## src/rtl/pbm_pkg.sv

```systemverilog
// Package for the program memory bank mapper: constants, field layouts and carrier types
`default_nettype none
package pbm_pkg;
   localparam logic [7:0] PBM_BANK_SEL_ADDR = 8'hB1;
   localparam logic [7:0] PBM_BANK_SEL_RESET = 8'h11;
   localparam logic [7:0] PBM_BANK_SEL_MASK = 8'h33;
   localparam int PBM_FETCH_LSB = 0;
   localparam int PBM_CONST_LSB = 4;
   localparam logic [7:0] PBM_DIRECT_SPLIT = 8'h80;
   localparam logic [16:0] PBM_RESERVED_BASE = 17'h1FC00;
   localparam logic [7:0] PBM_OPC_SPARE = 8'hA5;
   localparam int PBM_ADDR_W = 17;

   typedef enum logic [1:0] {
      PBM_ACC_FETCH = 2'b00,
      PBM_ACC_CONST = 2'b01,
      PBM_ACC_WRITE = 2'b10,
      PBM_ACC_NONE = 2'b11
   } pbm_acc_e;

   typedef enum logic [1:0] {
      PBM_BR_REL = 2'b00,
      PBM_BR_PAGE = 2'b01,
      PBM_BR_FAR = 2'b10,
      PBM_BR_NONE = 2'b11
   } pbm_br_e;

   typedef struct packed {
      pbm_acc_e kind;
      logic scratch;
      logic [15:0] addr;
   } pbm_code_req_s;

   typedef struct packed {
      logic valid;
      logic [16:0] addr;
      logic write_ok;
      logic reserved;
   } pbm_code_map_s;

   typedef struct packed {
      pbm_code_map_s map;
      logic [1:0] const_bank;
      logic [1:0] fetch_bank;
   } pbm_state_s;
endpackage
`default_nettype wire

```

## src/rtl/pbm_branch_calc.sv

```systemverilog
// Branch target formation for relative, page and far forms
`default_nettype none
module pbm_branch_calc
   import pbm_pkg::*;
(
   input wire pbm_br_e form,
   input wire logic [15:0] next_pc,
   input wire logic [15:0] operand,
   output logic [15:0] target
);
   always_comb begin
      case (form)
         // Sign-extended displacement from the following instruction
         PBM_BR_REL: target = next_pc + {{8{operand[7]}}, operand[7:0]};
         PBM_BR_PAGE: target = {next_pc[15:11], operand[10:0]};
         PBM_BR_FAR: target = operand;
         default: target = next_pc;
      endcase
   end
endmodule
`default_nettype wire

```

## src/rtl/pbm_mapper.sv

```systemverilog
// Program memory bank mapper with its bank select register and operand routing
`default_nettype none
module pbm_mapper
   import pbm_pkg::*;
#(
   parameter bit BANKED = 1'b1
)
(
   input wire logic sys_clk,
   input wire logic srst,
   input wire logic sfr_wr,
   input wire logic sfr_rd,
   input wire logic [7:0] sfr_addr,
   input wire logic [7:0] sfr_wdata,
   output logic [7:0] sfr_rdata,
   output logic sfr_hit,
   input wire pbm_code_req_s code_req,
   input wire logic program_store_control_wen,
   output pbm_code_map_s code_map,
   input wire logic direct_valid,
   input wire logic direct_indirect,
   input wire logic [7:0] direct_addr,
   output logic data_ram_sel,
   output logic sfr_space_sel,
   input wire logic [7:0] opcode,
   output logic opcode_is_nop,
   input wire pbm_br_e branch_form,
   input wire logic [15:0] next_pc,
   input wire logic [15:0] branch_operand,
   output logic [15:0] branch_target
);
   pbm_state_s st;
   pbm_state_s next_st;
   logic reg_hit;
   logic [1:0] sel_bank;
   logic [16:0] lin;
   pbm_code_map_s next_map;

   if (PBM_ADDR_W != 17) begin : g_width_check
      $error("Address width must hold 128 kB");
   end

   // The page register is not consulted, so the register answers on every page
   assign reg_hit = sfr_addr == PBM_BANK_SEL_ADDR;

   always_comb begin
      next_st = st;
      next_st.map = next_map;
      if (srst) begin
         next_st.fetch_bank = PBM_BANK_SEL_RESET[1:0];
         next_st.const_bank = PBM_BANK_SEL_RESET[5:4];
         next_st.map = '0;
      end else if (sfr_wr && reg_hit) begin
         next_st.fetch_bank = sfr_wdata[PBM_FETCH_LSB+:2];
         next_st.const_bank = sfr_wdata[PBM_CONST_LSB+:2];
      end
   end

   always_ff @(posedge sys_clk) begin
      st <= next_st;
   end

   // Reserved bits read back as zero
   always_comb begin
      sfr_rdata = '0;
      if (sfr_rd && reg_hit) begin
         sfr_rdata[PBM_FETCH_LSB+:2] = st.fetch_bank;
         sfr_rdata[PBM_CONST_LSB+:2] = st.const_bank;
      end
   end
   assign sfr_hit = reg_hit;

   // Bank choice for the upper window; constants on scratchpad skip the field
   always_comb begin
      case (code_req.kind)
         PBM_ACC_FETCH: sel_bank = st.fetch_bank;
         PBM_ACC_CONST, PBM_ACC_WRITE: sel_bank = code_req.scratch ? 2'b00 : st.const_bank;
         default: sel_bank = 2'b00;
      endcase
   end

   always_comb begin
      if (!BANKED) begin
         lin = {1'b0, code_req.addr};
      end else if (!code_req.addr[15]) begin
         lin = {2'b00, code_req.addr[14:0]};
      end else begin
         lin = {sel_bank, code_req.addr[14:0]};
      end
   end

   always_comb begin
      next_map = '0;
      if (code_req.kind != PBM_ACC_NONE) begin
         next_map.valid = 1'b1;
         next_map.addr = lin;
         // Reserved top of bank three refuses every access not flagged scratch
         next_map.reserved = BANKED && !code_req.scratch && lin >= PBM_RESERVED_BASE;
         next_map.write_ok = code_req.kind == PBM_ACC_WRITE && program_store_control_wen
            && !next_map.reserved;
         if (next_map.reserved) next_map.valid = 1'b0;
      end
   end

   // Registered so the flash sees a stable address; one cycle of latency
   // The map rides in the state struct, so it shares the one register stage
   assign code_map = st.map;

   // Direct operands at or above the split reach special registers; indirect ones never do
   function automatic logic is_sfr_space(input logic indirect, input logic [7:0] addr);
      return !indirect && addr >= PBM_DIRECT_SPLIT;
   endfunction

   always_comb begin
      data_ram_sel = direct_valid && !is_sfr_space(direct_indirect, direct_addr);
      sfr_space_sel = direct_valid && is_sfr_space(direct_indirect, direct_addr);
   end

   assign opcode_is_nop = opcode == 8'h00 || opcode == PBM_OPC_SPARE;

   pbm_branch_calc u_branch (
      .form(branch_form),
      .next_pc(next_pc),
      .operand(branch_operand),
      .target(branch_target)
   );
endmodule
`default_nettype wire

```

## config.mk

```make
export PLATFORM = sky130hd
export DESIGN_NAME = pbm_mapper
export DESIGN_NICKNAME = d
export VERILOG_FILES = /design/src/rtl/pbm_pkg.sv /design/src/rtl/pbm_branch_calc.sv /design/src/rtl/pbm_mapper.sv
export SDC_FILE = /design/constraint.sdc
export NUM_CORES = 1
export LEC_CHECK = 0
export BUFFER_PORTS_ARGS = -buffer_cell sky130_fd_sc_hd__buf_2
export CORE_ASPECT_RATIO = 1.25
export CORE_MARGIN = 3
export CORE_UTILIZATION = 44
export CTS_CLUSTER_SIZE = 16
export DETAILED_ROUTE_END_ITERATION = 10
export PLACE_DENSITY = 0.81
export RECOVER_POWER = 100
export SYNTH_ARGS = -nofsm -noshare
export SYNTH_HDL_FRONTEND = slang
export SYNTH_SLANG_ARGS = --single-unit
```

## constraint.sdc

```tcl
create_clock -name sys_clk -period 2.4 [get_ports sys_clk]
set_clock_uncertainty 0.15 [all_clocks]
set_input_delay 0.12 -clock sys_clk [delete_from_list [all_inputs] [get_ports sys_clk]]
set_output_delay 0.12 -clock sys_clk [all_outputs]
set_load 0.02 [all_outputs]
```

# Word-level counts from Yosys, hierarchy flattened
# Index checks and enable logic that the tools add are counted.
[op_classes] order_cmp=2 bitwise_logic=1 n_addsub=1 mux=7 n_reduce_logical=18 eq_ne=7
[op_table] operator="$pmux W16 S3" count=1
[op_table] operator="$ge A17 B17 Y1 const B" count=1
[op_table] operator="$mux W17" count=1
[op_table] operator="$add A16 B16 Y16" count=1
[op_table] operator="$eq A8 B8 Y1 const B" count=2
[op_table] operator="$ge A8 B8 Y1 const B" count=1
[op_table] operator="$logic_and A1 B1 Y1" count=8
[op_table] operator="$logic_not A8 Y1" count=1
[op_table] operator="$mux W2" count=3
[op_table] operator="$eq A2 B1 Y1 const B" count=2
[op_table] operator="$eq A2 B2 Y1 const B" count=2
[op_table] operator="$logic_not A1 Y1" count=4
[op_table] operator="$logic_not A2 Y1" count=2
[op_table] operator="$pmux W2 S2" count=1
[op_table] operator="$reduce_or A2 Y1" count=2
[op_table] operator="$ne A2 B2 Y1 const B" count=1
[op_table] operator="$logic_or A1 B1 Y1" count=1
[op_table] operator="$mux W1" count=1
[op_table] operator="$not A1 Y1" count=1
[word_totals] input_bits=92 output_inout_bits=48 elab_cells=42 register_bits=24

# Logic depth before layout (Yosys ltp)
[depth] ltp_word=8 mapped_depth=8 depth_no_buf=8

# Modules after synthesis
# A second synthesis with hierarchy kept.
[unflattened] cells_unflattened=290 area_unflattened_um2=2373.5
[by_module_without_submodules] module="pbm_branch_calc" area_each_um2=1261.2 instances=1 seq_area_each_um2=0.0 cells_each=174
[by_module_without_submodules] module="pbm_mapper" area_each_um2=1112.3 instances=1 seq_area_each_um2=480.5 cells_each=116

# Worst setup path after synthesis
# Ideal clock, no wire load.
[synth_path] path_type="input -> output" start="in next_pc[0]" end="out branch_target[12]" path_slack_ps=31 arrival_ps=2099 t_required_ps=2130 n_path_buf=0 cell_stages=8 path_cell_list="ha_1 > fa_1 > a211oi_2 > o2111ai_1 > nand2_1 > o21ai_0 > xnor2_1 > o31ai_1"
[synth_via] elab_chain_cells=2
[synth_lines] item="start: declaration" line_no="pbm_mapper.sv:28" rtl="input wire logic [15:0] next_pc,"
[synth_lines] item="$add A16 B16 Y16" line_no="pbm_branch_calc.sv:14" rtl="PBM_BR_REL: target = next_pc + {{8{operand[7]}}, operand[7:0]};"
[synth_lines] item="$pmux W16 S3" line_no="pbm_branch_calc.sv:12" rtl="case (form)"
[synth_lines] item="end: declaration" line_no="pbm_mapper.sv:30" rtl="output logic [15:0] branch_target"
# No other way between the ends.

# Worst setup path after layout
[layout_path] start="in next_pc[2]" end="out branch_target[9]"
# Same word-level chain as after synthesis.

==> results.json <==
{
  "finalMaxSlewViolations": 0,
  "vias": 2523,
  "dominantRegCellSynth": "dfxtp_1",
  "synth.most_common_cell": "buf_4",
  "postRouteAntennaNets": 0,
  "drt_iter0_drc": 29,
  "yosys.area.top_type": "dfxtp_1",
  "clkPwrFrac_pct": 20.5,
  "die_height_um": 87.7,
  "first_pass_iters": 4,
  "cts_made_buffers": 3,
  "clock_latency_ns": 0.26,
  "grtUsageMet3_pct": 1.38,
  "syn_area_per_cell_um2": 8.33,
  "io_pins": 140,
  "yosysUniqueCellTypes": 59,
  "required_ns": 2.13,
  "grt_antenna_before_repair": 0,
  "seq_area_um2": 480,
  "die_area_um2": 6260,
  "cp_max_fo": 4,
  "cp_slowest_cell": "or3b_1",
  "cpLargestDelayFamily": "compound AO/OA/AOI/OAI gates",
  "clock-root-buffer": "clkbuf_8",
  "netSwitchingPower_mw": 0.452,
  "maxSlewHeadroom_pct": 64.4,
  "fp-row-count": 29,
  "ys_top_cells_by_area": "dfxtp_1, ha_1, buf_4",
  "cts_tree": "built",
  "drc": 0,
  "power.leakage_nw": 1.50,
  "synth_top_cell_area_share_pct": 20.5,
  "hpwl_um": 5020,
  "outcome": "complete, no violations",
  "nFillCells": 443,
  "drv_cap": 0,
  "path_cells": "buf_2 > ha_4 > o211ai_1 > o21ai_2 > o31ai_4 > a21oi_1 > or3b_1 > a22oi_2 > buf_6",
  "final_nets": 524,
  "final_util_pct": 63.0,
  "die_w_um": 71.3,
  "yosysWarnings": 0,
  "max_stage_delay_ns": 0.42,
  "grt_pass1_wl_um": 10200,
  "ys_seq_elements": 24,
  "cp_num_buf_inv": 2,
  "synth-edff-count": 0,
  "clk_path_buf_depth": 2,
  "crit_type": "input port to primary output",
  "port_buffers": 124,
  "htree_levels": 1,
  "hp-class": "input port to register",
  "gr-total-overflow": 0,
  "combPwrFrac_pct": 47.0,
  "start_util_pct": 45.9,
  "cts.sinks": 24,
  "async_reset_ff_share_pct": 0,
  "diodes": 0,
  "area_growth_pct": 37.3,
  "vias_per_cell": 5.32,
  "swShare_pct": 35.1,
  "wl_per_cell_um": 13.8,
  "clk_pin_slew_ns": 0.08,
  "grtUsageTotal_pct": 19.6,
  "fmax_mhz": 423,
  "netlist_top_cells_count": "buf_4, dfxtp_1, a21oi_1",
  "finalHoldViolCount": 0,
  "syn-cell-area_um2": 2350,
  "period_share_pct": 98.5,
  "drive_gt1_share_pct": 32.3,
  "multiInputGateArea_um2": 1670,
  "setup_viol": 0,
  "irDropWorstVdd_uv": 191,
  "startpoint_type": "input port",
  "grt_max_degree": 32,
  "power.density_nw_per_um2": 399,
  "power_mw": 1.29,
  "seqPwrFrac_pct": 32.5,
  "grt_pass1_vias": 2441,
  "ys_seq_area_share_pct": 20.5,
  "synth_cells": 282,
  "use_met2_pct": 39.6,
  "p_int_mw": 0.834,
  "min_period_ns": 2.36,
  "gr-usage-met1_pct": 20.9,
  "max_slew.worst_pin.slew_ns": 0.534,
  "wl_um": 6550,
  "grt-busiest-layer": "met2",
  "core_area_um2": 5120,
  "crit_arrival_ns": 2.09,
  "end_kind": "primary output",
  "gp_congestion": 0.926
}
-- registers in the layout, summed over array words and instances (netlist names) --
name / count
code_map: 20
st: 4
-- routing by layer --
| metal | vias up | part of all wire, % |
|---|---|---|
| met3 | 13 | 5.4 |
| met4 | 0 | 2.1 |
| met2 | 86 | 53 |
| li1 | 1276 | - |
| met5 | - | 0 |
| met1 | 1148 | 39 |
-- worst paths after layout --
kind,startpoint,to,slack [ns],depth (start not counted)
worst max-delay path,next_pc[2],branch_target[9],0.04,9
worst min-delay path,code_req[16],code_map[0]$_SDFF_PP0_,0.01,3
worst max register to register,st[2]$_SDFFE_PP1P_,code_map[1]$_SDFF_PP0_,0.67,5
worst min register to register,st[0]$_SDFFE_PP1P_,st[0]$_SDFFE_PP1P_,0.37,1
-- cell type report --
| class | count | area share (%) |
|---|---|---|
| Timing Repair Buffer | 158 | 28.1 |
| Sequential cell | 24 | 14.9 |
| Tap cell | 62 | 2.41 |
| Multi-Input combinational cell | 217 | 51.8 |
| Inverter | 9 | 1.05 |
| Clock buffer | 4 | 1.71 |
-- repair_timing --
action / CTS / global route
pin swaps: 1 / 15
hold buffers: 20 / 0
gates resized for setup: 1 / 21
endpoints found under the setup margin: 3 / 7
endpoints found under the hold margin: 24 / 0
buffers inserted: 0 / 2
-- power by group through the flow --
| stage | Combinational [mW] | Sequential (mW) | Clock (mW) |
|---|---|---|---|
| floorplan | 0.382 | 0.426 | 0 |
| global placement | 0.539 | 0.426 | 0 |
| detailed placement | 0.551 | 0.427 | 0 |
| CTS | 0.578 | 0.417 | 0.273 |
| global route | 0.660 | 0.419 | 0.284 |
| finish | 0.604 | 0.418 | 0.264 |
-- worst min-delay path: stages --
cell	delay [ns]
buf_2	0.09
or4b_1	0.12
nor4_1	0.05
-- placed cells by master (no fill, tap or decap), types with 5 or more instances in the layout --
| master | n |
|---|---|
| dfxtp_1 | 24 |
| and2_1 | 6 |
| a21oi_1 | 22 |
| nor2_1 | 14 |
| clkbuf_1 | 33 |
| buf_4 | 13 |
| dlygate4sd3_1 | 20 |
| ha_1 | 14 |
| nand4_1 | 6 |
| a21o_1 | 9 |
| and2_0 | 10 |
| o21ai_0 | 5 |
| buf_2 | 88 |
| a211oi_1 | 7 |
| and3_1 | 8 |
| inv_1 | 9 |
| nand2_1 | 13 |
| a22oi_1 | 5 |
| xnor2_1 | 7 |
| o22ai_1 | 5 |
| mux2i_1 | 14 |
-- metrics by stage --
| stage | std cells | TNS [ns] | cell area [µm²] | setup slack (ns) | hold WS (ns) |
|---|---|---|---|---|---|
| detailed placement | 448 | -0.0431 | 2900 | -0.0231 | 0.173 |
| global placement | 448 | -0.0382 | 2900 | -0.0235 | 0.174 |
| finish | 474 | 0 | 3220 | 0.0369 | 0.0129 |
| CTS | 472 | 0 | 3160 | 0.00308 | 0.0241 |
| global route | 474 | -0.132 | 3220 | -0.0712 | 0.0350 |
| floorplan | 285 | 0 | 2360 | 0.0311 | 0.0424 |
-- cell families after synthesis --
group	synth area share, %
AND/OR/NAND/NOR	21.3
AO/OA/AOI/OAI	25.5
buffers and inverters	11.8
flip-flops	20.5
adder cells (fa/ha/maj)	10.4
multiplexers	6.93
XOR/XNOR	3.36
other	0.160
(Power assumes the default switching activity.)
